--- src/cpu_clock_cfg.svh ---
// Constants of the processor clock select block: offsets, fields, resets.
// Assumes inclusion by bare name from every file that needs them.
`ifndef CPU_CLOCK_CFG_SVH
`define CPU_CLOCK_CFG_SVH

// Byte addresses on the Wishbone bus, register in byte lane 0
`define PCC_ADDR        32'hffff_f828
`define PROT_ADDR       32'hffff_f830

// Reset values
`define PCC_RESET       8'h40
`define PROT_RESET      8'h00

// Key that opens one protected write
`define PROT_KEY        8'ha5

// Bit positions of the clock control register
`define SUB_FB_BIT      7
`define MAIN_STOP_BIT   6
`define MAIN_FB_BIT     5
`define STATUS_BIT      4
`define SUBSEL_BIT      3
`define DIV_HI_BIT      2

// Bit positions of the protection register
`define PROT_ERR_BIT    0
`define PROT_ARM_BIT    1

// Highest legal divider code (divide by 32)
`define DIV_CODE_MAX    3'h5

// System clock rate, for reference by counts
`define CLK_FREQ_HZ     40000000

`endif

--- src/cpu_clock_pkg.sv ---
// Types shared by the processor clock select block.
// Assumes nothing of its surroundings.
package cpu_clock_pkg;

   // Phases of the CPU clock source switch
   typedef enum logic [1:0] {
      SRC_MAIN,
      SRC_TO_SUB,
      SRC_SUB,
      SRC_TO_MAIN
   } src_state_type;

   typedef logic [7:0] byte_reg_type;
   typedef logic [2:0] div_code_type;

endpackage

--- src/clk_src_switch.sv ---
// Glitch-free choice between main and subclock enables for the CPU.
// Assumes both ticks are one-cycle pulses on the single system clock.
`timescale 1ns/1ps
module clk_src_switch (
   input  wire logic clk,
   input  wire logic rst,
   input  wire logic req_sub,
   input  wire logic main_tick,
   input  wire logic sub_tick,
   output logic      cpu_en,
   output logic      on_sub,
   output logic      restart_main
);

   cpu_clock_pkg::src_state_type state_ff;
   cpu_clock_pkg::src_state_type nxt_state;
   logic                         en_ff;
   logic                         nxt_en;
   logic                         sub_ff;
   logic                         nxt_sub;

   // Old source keeps driving until a subclock edge hands over
   always_comb begin
      nxt_state    = state_ff;
      nxt_en       = 1'b0;
      restart_main = 1'b0;
      unique case (state_ff)
         cpu_clock_pkg::SRC_MAIN: begin
            nxt_en = main_tick;
            if (req_sub) begin
               nxt_state = cpu_clock_pkg::SRC_TO_SUB;
            end
         end
         cpu_clock_pkg::SRC_TO_SUB: begin
            if (sub_tick) begin
               nxt_en    = 1'b1;
               nxt_state = cpu_clock_pkg::SRC_SUB;
            end else begin
               nxt_en = main_tick;
               if (!req_sub) begin
                  nxt_state = cpu_clock_pkg::SRC_MAIN;
               end
            end
         end
         cpu_clock_pkg::SRC_SUB: begin
            nxt_en = sub_tick;
            if (!req_sub) begin
               nxt_state = cpu_clock_pkg::SRC_TO_MAIN;
            end
         end
         cpu_clock_pkg::SRC_TO_MAIN: begin
            nxt_en = sub_tick;
            // back to main within one subclock period
            if (sub_tick) begin
               restart_main = 1'b1;
               nxt_state    = cpu_clock_pkg::SRC_MAIN;
            end else if (req_sub) begin
               nxt_state = cpu_clock_pkg::SRC_SUB;
            end
         end
      endcase
      // status follows the source really in use
      nxt_sub = (nxt_state == cpu_clock_pkg::SRC_SUB) ||
                (nxt_state == cpu_clock_pkg::SRC_TO_MAIN);
   end

   // Register stage
   always_ff @(posedge clk) begin
      if (rst) begin
         state_ff <= cpu_clock_pkg::SRC_MAIN;
         en_ff    <= 1'b0;
         sub_ff   <= 1'b0;
      end else begin
         state_ff <= nxt_state;
         en_ff    <= nxt_en;
         sub_ff   <= nxt_sub;
      end
   end

   assign cpu_en = en_ff;
   assign on_sub = sub_ff;

endmodule

--- src/cpu_clock_select_switch.sv ---
// Processor clock control: protected control register on Wishbone,
// main clock divider, subclock hand-over and oscillator controls.
// Assumes a classic Wishbone master on CLK and subclock ticks as pulses.
//
// Local design decision: the Wishbone slave port.
`timescale 1ns/1ps
`include "cpu_clock_cfg.svh"
module cpu_clock_select_switch (
   input  wire logic        CLK,
   input  wire logic        RST,
   input  wire logic        CYC_I,
   input  wire logic        STB_I,
   input  wire logic        WE_I,
   input  wire logic [31:0] ADR_I,
   input  wire logic [3:0]  SEL_I,
   input  wire logic [31:0] DAT_I,
   output logic      [31:0] DAT_O,
   output logic             ACK_O,
   input  wire logic        XT_TICK,
   input  wire logic        RL_TICK,
   input  wire logic        SUBCLOCK_SOURCE_OPTION_OPTION,
   output logic             CPU_CLK_EN,
   output logic             CPU_ON_SUB,
   output logic             MAIN_OSC_EN,
   output logic             MAIN_FB_CONNECT,
   output logic             SUB_FB_CONNECT
);

   // Bus handshake and read data
   logic                        ack_ff;
   logic                        nxt_ack;
   logic [31:0]                 dat_ff;
   logic [31:0]                 nxt_dat;

   // Control register (status bit is not stored) and protection
   cpu_clock_pkg::byte_reg_type ctrl_ff;
   cpu_clock_pkg::byte_reg_type nxt_ctrl;
   logic                        armed_ff;
   logic                        nxt_armed;
   logic                        err_ff;
   logic                        nxt_err;

   // Strap capture after reset release
   logic                        rst_d_ff;
   logic                        nxt_rst_d;
   logic                        opt_ff;
   logic                        nxt_opt;

   // Internal connections
   logic                        req;
   logic                        hit_ctrl;
   logic                        hit_prot;
   logic                        lane0_wr;
   logic                        ctrl_wr_ok;
   logic                        sub_tick;
   logic                        main_tick;
   logic                        restart_main;
   logic                        on_sub;
   logic                        cpu_en;
   logic                        osc_run;
   cpu_clock_pkg::byte_reg_type ctrl_view;

   // True for divider codes 6 and 7 written with select bit 3 clear
   function automatic logic code_prohibited(input logic [3:0] c);
      return !c[3] && (c[2:0] > `DIV_CODE_MAX);
   endfunction

   // Address decode; a new request only when no ack is pending
   assign req      = CYC_I && STB_I && !ack_ff;
   assign hit_ctrl = (ADR_I == `PCC_ADDR);
   assign hit_prot = (ADR_I == `PROT_ADDR);
   assign lane0_wr = req && WE_I && SEL_I[0];

   // a control write needs the key written just before it
   assign ctrl_wr_ok = lane0_wr && hit_ctrl && armed_ff &&
                       !code_prohibited(DAT_I[3:0]);

   // Register as software sees it, live status in bit 4
   always_comb begin
      ctrl_view = ctrl_ff;
      // read-only status of the real CPU source
      ctrl_view[`STATUS_BIT] = on_sub;
   end

   // Wishbone slave: one-cycle ack, unmapped reads return zero
   always_comb begin
      nxt_ack = req;
      nxt_dat = 32'h0000_0000;
      if (req && !WE_I) begin
         if (hit_ctrl) begin
            nxt_dat = {24'h00_0000, ctrl_view};
         end else if (hit_prot) begin
            nxt_dat[`PROT_ERR_BIT] = err_ff;
            nxt_dat[`PROT_ARM_BIT] = armed_ff;
         end
      end
   end

   // Protection: key arms one write; any other lane 0 write disarms it
   always_comb begin
      nxt_armed = armed_ff;
      nxt_err   = err_ff;
      if (lane0_wr) begin
         nxt_armed = hit_prot && (DAT_I[7:0] == `PROT_KEY);
         if (hit_prot) begin
            nxt_err = 1'b0;
         end
         // A refused control write sets the error; set wins over clear
         if (hit_ctrl && !ctrl_wr_ok) begin
            nxt_err = 1'b1;
         end
      end
   end

   // Control register update, status bit never written
   always_comb begin
      nxt_ctrl = ctrl_ff;
      if (ctrl_wr_ok) begin
         // divider codes 6 and 7 were refused above unless bit 3 was set
         nxt_ctrl = DAT_I[7:0];
         nxt_ctrl[`STATUS_BIT] = 1'b0;
      end
   end

   // strap is sampled in the first cycle after reset release
   always_comb begin
      nxt_rst_d = RST;
      nxt_opt   = opt_ff;
      if (rst_d_ff && !RST) begin
         nxt_opt = SUBCLOCK_SOURCE_OPTION_OPTION;
      end
   end

   // Register stage of bus, control and strap state
   always_ff @(posedge CLK) begin
      if (RST) begin
         ack_ff   <= 1'b0;
         dat_ff   <= 32'h0000_0000;
         // reset value of the control register
         ctrl_ff  <= `PCC_RESET;
         armed_ff <= 1'b0;
         err_ff   <= 1'b0;
         rst_d_ff <= 1'b1;
         opt_ff   <= 1'b0;
      end else begin
         ack_ff   <= nxt_ack;
         dat_ff   <= nxt_dat;
         ctrl_ff  <= nxt_ctrl;
         armed_ff <= nxt_armed;
         err_ff   <= nxt_err;
         rst_d_ff <= nxt_rst_d;
         opt_ff   <= nxt_opt;
      end
   end

   // subclock edge from crystal or slow internal oscillator
   assign sub_tick = opt_ff ? RL_TICK : XT_TICK;

   // oscillator keeps running until the CPU has left it
   assign osc_run = !(ctrl_ff[`MAIN_STOP_BIT] && on_sub);

   // main clock divided by 2 to the code, codes 6 and 7 by 32 as code 5
   main_clk_divider #(
      .CW       (5)
   ) u_div (
      .clk      (CLK),
      .rst      (RST),
      .run      (osc_run),
      .restart  (restart_main),
      .div_code (ctrl_ff[`DIV_HI_BIT:0]),
      .tick     (main_tick)
   );

   // hand-over between sources only on a subclock edge
   clk_src_switch u_sw (
      .clk          (CLK),
      .rst          (RST),
      .req_sub      (ctrl_ff[`SUBSEL_BIT]),
      .main_tick    (main_tick),
      .sub_tick     (sub_tick),
      .cpu_en       (cpu_en),
      .on_sub       (on_sub),
      .restart_main (restart_main)
   );

   // Outputs; feedback resistors are connected while their bit is clear
   assign DAT_O           = dat_ff;
   assign ACK_O           = ack_ff;
   assign CPU_CLK_EN      = cpu_en;
   assign CPU_ON_SUB      = on_sub;
   assign MAIN_OSC_EN     = osc_run;
   assign MAIN_FB_CONNECT = !ctrl_ff[`MAIN_FB_BIT];
   assign SUB_FB_CONNECT  = !ctrl_ff[`SUB_FB_BIT];

endmodule

--- src/main_clk_divider.sv ---
// Divider of the main clock into a one-cycle enable, ratio 1 to 32.
// Assumes CLK is the main system clock and run low when it is stopped.
`timescale 1ns/1ps
module main_clk_divider #(
   parameter int CW = 5
) (
   input  wire logic                       clk,
   input  wire logic                       rst,
   input  wire logic                       run,
   input  wire logic                       restart,
   input  wire cpu_clock_pkg::div_code_type div_code,
   output logic                            tick
);

   logic [CW-1:0]              cnt_ff;
   logic [CW-1:0]              nxt_cnt;
   cpu_clock_pkg::div_code_type code_ff;
   cpu_clock_pkg::div_code_type nxt_code;
   logic                       tick_ff;
   logic                       nxt_tick;

   // Last count of a period for a divider code
   function automatic logic [CW-1:0] last_cnt(input logic [2:0] c);
      logic [CW:0] w;
      w = ({{CW{1'b0}}, 1'b1} << c) - {{CW{1'b0}}, 1'b1};
      return w[CW-1:0];
   endfunction

   // A new ratio is only taken at a period end or on restart, so no runt enable
   always_comb begin
      nxt_cnt  = cnt_ff;
      nxt_code = code_ff;
      nxt_tick = 1'b0;
      if (restart) begin
         nxt_cnt  = '0;
         nxt_code = div_code;
      end else if (run) begin
         if (cnt_ff == last_cnt(code_ff)) begin
            nxt_cnt  = '0;
            nxt_code = div_code;
            nxt_tick = 1'b1;
         end else begin
            nxt_cnt = cnt_ff + {{(CW-1){1'b0}}, 1'b1};
         end
      end
   end

   // Register stage
   always_ff @(posedge clk) begin
      if (rst) begin
         cnt_ff  <= '0;
         code_ff <= 3'h0;
         tick_ff <= 1'b0;
      end else begin
         cnt_ff  <= nxt_cnt;
         code_ff <= nxt_code;
         tick_ff <= nxt_tick;
      end
   end

   assign tick = tick_ff;

endmodule

--- config.mk ---
export PLATFORM = sky130hd
export DESIGN_NAME = cpu_clock_select_switch
export DESIGN_NICKNAME = d
export VERILOG_FILES = /design/src/cpu_clock_pkg.sv /design/src/clk_src_switch.sv /design/src/cpu_clock_select_switch.sv /design/src/main_clk_divider.sv
export VERILOG_INCLUDE_DIRS = /design/src
export SDC_FILE = /design/constraint.sdc
export NUM_CORES = 1
export LEC_CHECK = 0
export BUFFER_PORTS_ARGS = -buffer_cell sky130_fd_sc_hd__buf_4
export CAP_MARGIN = 20
export CELL_PAD_IN_SITES_DETAIL_PLACEMENT = 1
export CELL_PAD_IN_SITES_GLOBAL_PLACEMENT = 2
export CORE_ASPECT_RATIO = 0.7
export CORE_MARGIN = 8
export CORE_UTILIZATION = 22
export CTS_CLUSTER_DIAMETER = 40
export DETAILED_ROUTE_END_ITERATION = 6
export GPL_ROUTABILITY_DRIVEN = 0
export PLACE_DENSITY_LB_ADDON = 0.1
export RECOVER_POWER = 25
export SETUP_SLACK_MARGIN = 0.4
export SLEW_MARGIN = 20
export SYNTH_ARGS = -nofsm -noshare
export SYNTH_HDL_FRONTEND = slang
export SYNTH_SLANG_ARGS = --single-unit
--- constraint.sdc ---
create_clock -name CLK -period 2.4 [get_ports CLK]
set_input_delay 0 -clock CLK [delete_from_list [all_inputs] [get_ports CLK]]
set_output_delay 0 -clock CLK [all_outputs]
set_load 0.02 [all_outputs]
## Yosys cells after proc, flatten, opt, wreduce, memory -nomap -nowiden

Cells that the tools add are included.

| word-level totals | value |
|---|---|
| bits in registers | 57 |
| word-level logic and storage cells | 85 |
| output and inout bits | 38 |
| input port bits | 76 |

| operators by class | value |
|---|---|
| order comparisons | 1 |
| muxes and demuxes | 22 |
| shifts and indexed selects | 1 |
| reductions and logical operators | 33 |
| bitwise operators | 2 |
| add/subtract/negate cells | 2 |
| equality and inequality tests | 10 |

Operators by type and width:

| cell | count |
|---|---|
| equality test 32 bit (second input constant) | 2 |
| two-way mux 2 bit | 8 |
| logical AND 1 bit | 13 |
| zero test 1 bit | 9 |
| two-way mux 3 bit | 3 |
| equality test 2 bit (second input constant) | 4 |
| equality test 8 bit (second input constant) | 1 |
| two-way mux 1 bit | 8 |
| one-hot mux 2 bit (4 select lines) | 1 |
| OR reduction 2 bit | 3 |
| OR reduction 3 bit | 2 |
| adder 5 x 1 -> 5 bit (second input constant) | 1 |
| equality test 5 bit | 1 |
| two-way mux 5 bit | 1 |
| << shifter 1 x 3 -> 5 bit (first input constant) | 1 |
| subtractor 5 x 1 -> 5 bit (second input constant) | 1 |
| AND reduction 2 bit | 2 |
| nonzero test 2 bit | 2 |
| > comparator 3 bit (second input constant) | 1 |
| one-hot mux 1 bit (3 select lines) | 1 |
| equality test 2 x 1 -> 1 bit (second input constant) | 1 |
| zero test 2 bit | 1 |
| != test 2 bit (second input constant) | 1 |
| inverter 1 bit | 2 |
| logical OR 1 bit | 1 |

## Logic depth before layout (Yosys ltp)

| logic depth | value |
|---|---|
| word-level depth | 11 |
| mapped depth | 6 |
| mapped depth without buffers | 5 |

## Hierarchy

From an unflattened synthesis, not the netlist that was laid out.

| second synthesis, totals | value |
|---|---|
| cell total of the unflattened synthesis | 194 |
| area, all modules | 1,794.2 µm² |

By module, submodules not included:

| module | times used | seq. area each (µm²) | cells each | area an instance (µm²) |
|---|---|---|---|---|
| cpu_clock_select_switch | 1 | 400.4 | 124 | 1,142.3 |
| main_clk_divider | 1 | 180.2 | 56 | 499.2 |
| clk_src_switch | 1 | 80.1 | 14 | 152.6 |

## Least setup slack after synthesis

No wires, ideal clock.

| timing path | value |
|---|---|
| kind | register -> register |
| start | reg u_sw.sub_ff (netlist: u_sw.on_sub) |
| end | reg u_div.code_ff[0] |
| arrival | 1.816 ns |
| path slack | 0.512 ns |
| period minus slack after synthesis | 1.888 ns |
| cell stages (with the launch flop) | 7 |
| buffers on the path | 1 |
| required time | 2.328 ns |
| library setup time | 0.072 ns |
| cell sequence | dfxtp_1 clkbuf_1 nand2_1 nand4_1 a21oi_1 a22oi_1 mux2i_1 |

| between the ends | value |
|---|---|
| cells in the longest elaborated chain, start to end | 3 |

Ends and longest elaborated chain:

| item | line | text |
|---|---|---|
| start, declared | clk_src_switch.sv:19 | `logic sub_ff;` |
| start signal, assigned | clk_src_switch.sv:76 | `sub_ff <= nxt_sub;` |
| logical AND 1 bit | cpu_clock_select_switch.sv:160 | `` assign osc_run = !(ctrl_ff[`MAIN_STOP_BIT] && on_sub); `` |
| != test 2 bit (no line) | - |  |
| AND reduction 2 bit (no line) | - |  |
| end signal, assigned | main_clk_divider.sv:56 | `code_ff <= nxt_code;` |
| end, declared | main_clk_divider.sv:17 | `cpu_clock_pkg::div_code_type code_ff;` |

Every way passes these cells.
A chain may end at the register's enable or synchronous reset.

## Final worst setup path

| timing path | value |
|---|---|
| start | reg u_div.cnt_ff[0] |
| end | reg u_div.code_ff[1] |

| between the ends | value |
|---|---|
| cells in the longest elaborated chain, start to end | 3 |

Ends and longest elaborated chain:

| item | line | text |
|---|---|---|
| start, declared | main_clk_divider.sv:15 | `logic [CW-1:0] cnt_ff;` |
| start signal, assigned | main_clk_divider.sv:55 | `cnt_ff <= nxt_cnt;` |
| equality test 5 bit | main_clk_divider.sv:38 | `if (cnt_ff == last_cnt(code_ff)) begin` |
| nonzero test 2 bit (no line) | - |  |
| AND reduction 2 bit (no line) | - |  |

Every way passes these cells.

==> results.md <==
| Parameter | Reported |
|:---|:---|
| Share of the clock period used by the worst path after layout | 0.7140 |
| Total area of multi-input combinational cells | 897.1 um2 |
| Sinks on Clock Net | 32 |
| Via count normalized by instance count | 4.031 |
| Cell breakdown of the critical path | nor2b_1 > a21oi_1 > a311o_1 > a22oi_2 > mux2i_1 |
| Dominant combinational cell family by area after synthesis | simple AND/OR/NAND/NOR gates |
| Register area share after synthesis | 0.3798 |
| Post-CTS setup buffers | 0 |
| Global-route wire length before repair | 7769 um |
| Data arrival time of the worst path | 1.92 ns |
| Number of nets in the finished design | 334 |
| Largest net degree at the start of global routing | 23 |
| Logic depth of the worst register-to-register path | 5 |
| Number of storage elements in the synthesis netlist | 32 |
| Critical path's top delay family | compound AO/OA/AOI/OAI gates |
| EDFF count, synth | 0 |
| Total CTS buffers | 5 |
| Number of search-and-repair iterations in the first detailed-routing pass | 4 |
| Via count of the first global-routing pass | 1,588 |
| Wire length after detailed routing | 4803 um |
| Critical path class | register to register |
| Area of the die | 0.01077 mm2 |
| Clock H-tree levels | 2 |
| Critical path launch point type | register |
| Count of final setup violators | 0 |
| Fmax | 583.6 MHz |
| Vias | 1,435 |
| Total of warnings raised by yosys | 0 |
| Number of I/O pins | 114 |
| Slowest cell on the critical path | sky130_fd_sc_hd__dfxtp_1 |
| Outcome | completed |
| # Max-Cap Violations | 0 |
| RSZ-0062 raised after global routing | no |
| Synth Area in Simple Gates | 0.2886 |
| Buffering stage count on the worst path with inverters included | 0 |
| Commonest non-fill, non-tap cell in the layout | sky130_fd_sc_hd__buf_4 |
| Global-route usage over all layers | 0.09118 |
| Die Width | 120.7 um |
| Max Buffers Root-to-Sink | 2 |
| Slowest cell delay on critical path | 0.41 ns |
| Fillers | 900 |
| Fraction of final layout cells with drive strength greater than 1 | 0.2984 |
| Reg area | 640.6 um2 |
| Biggest area consumer among synthesized cells | sky130_fd_sc_hd__dfxtp_1 |
| Core Rows | 26 |
| Final Total Pwr | 0.001121 W |
| Endpoint type of the worst setup path | register |
| PortBufs | 62 |
| Maximum fanout along the worst path | 5 |
| Max-Slew Margin vs Limit | 0.3714 |
| Final-layout setup total negative slack | 0 ns |
| Number of distinct library cells after synthesis | 46 |
| Data required, critical path | 2.61 ns |
| XOR/XNOR share of the synthesized area | 0.04154 |
| Core area | 0.007352 mm2 |
| Remaining routing DRC violations | 0 |
| Area contributors post-synth | sky130_fd_sc_hd__dfxtp_1 38%, sky130_fd_sc_hd__buf_4 11%, sky130_fd_sc_hd__mux2i_1 5.9% |
| Leakage | 0.9816 nW |
| Diode count | 0 |
| Average routed wire per standard cell | 13.49 um |
| Area of placed instances | 0.002158 mm2 |
| Hold Crit Depth | 3 |
| Cell chosen for the clock root | sky130_fd_sc_hd__clkbuf_8 |
| Worst hold endpoint | DAT_O[1] |
| GRT overflow | 0 |
| Half-perimeter wire length after placement | 3915 um |
| End of the worst register-to-register path | u_div.code_ff[1] |
| Launch instance of the worst register-to-register path | u_div.cnt_ff[0] |
| Post-Route Skew | 0.01174 ns |
| Tightest Pin Transition | 0.9429 ns |
| Post-route core utilization | 0.3128 |
| CTS tree | yes |
| Arithmetic-cell share of the synthesized area counting full adders, half adders and majority gates | 0.007418 |
| Power density over the cells | 487.3 mW/mm2 |
| Share of the synthesized area in compound gates (AO/OA/AOI/OAI) | 0.07196 |
| IR Drop Worst-Case VDD | 0.1492 mV |
| Mux contribution to synthesized area | 0.06602 |
| Commonest cells after routing, fill and taps aside | 52 x sky130_fd_sc_hd__buf_4, 32 x sky130_fd_sc_hd__dfxtp_1, 24 x sky130_fd_sc_hd__conb_1, 17 x sky130_fd_sc_hd__nor2_1, 11 x sky130_fd_sc_hd__clkbuf_1 |
| Asr flop ratio synth | 0 |
| Clock latency reported for the late side of the worst-skew pair | 0.28 ns |
| Final critical path time including I/O delays and setup | 1.714 ns |
| Initial antenna violation count | 0 |
| Final Max Slew Viols | 0 |
| Post-synth top flop | sky130_fd_sc_hd__dfxtp_1 |
| Effective utilization at floorplan | 0.2294 |
| Worst min-delay path startpoint | WE_I |
| Die H | 89.26 um |
| Clock transition at the registers of the reported paths | 0.07 ns |
| Area of the mapped netlist | 0.001687 mm2 |
| Hold violation count in the final report | 0 |
| Top cell type's share of synthesized area | 0.3798 |
| Final non-filler cell area | 0.002300 mm2 |
| Instance count of the mapped netlist | 185 |
| Worst R2R Setup Slack | 0.69 ns |
| Layout Area Growth over Synthesis | 36.35% |
| Class of the tightest hold or removal check | primary input to register |
| Mapped Avg Cell Area | 9.117 um2 |
| Number of nets with antenna violations after routing | 0 |
| Initial drt markers | 29 |
==> per-stage QoR <==
step | hold slack, ns | std cells | setup slack, ns
2_1_floorplan | 0.02772 | 208 | 0.5124
3_3_place_gp | 0.2522 | 340 | 0.4955
3_5_place_dp | 0.2492 | 340 | 0.4960
4_1_cts | 0.03632 | 356 | 0.5172
5_1_grt | 0.03617 | 356 | 0.5148
6_report | 0.03544 | 356 | 0.6864
==> repair_timing <==
item | in CTS | in global routing
hold buffers | 8 | 0
endpoints found under the setup margin | 0 | 1
resized for setup | 0 | 1
hold endpoints to repair | 8 | 0
==> flip-flops by register name (all words and copies together), names as in the netlist <==
signal         count
u_div.code_ff      3
u_div.tick         1
u_sw.on_sub        1
DAT_O              8
u_sw.state_ff      1
u_div.cnt_ff       5
ctrl_ff            7
ACK_O              1
err_ff             1
u_sw.cpu_en        1
opt_ff             1
armed_ff           1
rst_d_ff           1
==> power breakdown <==
group / total (W) / leakage [nW] / internal, W / switching (W)
Sequential: 0.000537 / 0.259 / 0.000535 / 0.00000185
Clock: 0.000438 / 0.0445 / 0.000233 / 0.000205
Combinational: 0.000145 / 0.678 / 0.0000725 / 0.0000725
Total: 0.00112 / 0.982 / 0.000841 / 0.000280
==> tightest hold or removal path, delay by kind of cell <==
family,cells,cell delay (ns)
simple gates,2,0.17
buf+inv,1,0.10
==> metal layers <==
layer / up-vias / global-route usage / part of all wire / routed length (um)
li1: 724 / - / - / -
met1: 658 / 0.1191 / 0.52 / 2482
met2: 48 / 0.1383 / 0.41 / 1991
met3: 5 / 0.02839 / 0.055 / 265
met4: 0 / 0.03386 / 0.013 / 63
met5: - / 0 / 0 / 0
==> cell families (layout without fill, tap and decap cells) <==
group,Yosys count,count (layout)
muxes,11,11
and+or+nand+nor,76,76
AOI/OAI and AO/OA,18,18
other,1,24
xor gates and xnor gates,8,8
buffers and inverters,38,88
adders and majority gates,1,1
DFF,32,32
==> final cells by class <==
| cell class | count | share of cell area |
|---|---|---|
| clock buffer | 7 | 0.03754 |
| clock inverter | 1 | 0.003264 |
| inverter | 10 | 0.01632 |
| multi-input combinational | 138 | 0.3901 |
| sequential | 32 | 0.2786 |
| tap | 98 | 0.05332 |
| timing repair buffer | 70 | 0.2209 |
==> cells in the mapped netlist (all sizes together), types with 4 or more instances <==
master,number
buf,25
nand2,11
xnor2,5
dfxtp,32
nand4,8
nor2,23
nand2b,8
a21oi,7
inv,10
mux2i,10
nor2b,4
==> worst max-delay path by stage <==
stage	slack [ns]	end	from	cells past startpoint
floorplan	0.51	u_div.code_ff[0]	u_sw.on_sub	6
global placement	0.50	DAT_O[2]	ADR_I[0]	6
global route	0.51	u_div.code_ff[1]	u_sw.on_sub	5
detailed placement	0.50	DAT_O[6]	ADR_I[0]	6
CTS	0.52	u_div.code_ff[1]	u_div.cnt_ff[0]	5
finish	0.69	u_div.code_ff[1]	u_div.cnt_ff[0]	5
(Power assumes the default switching activity.)
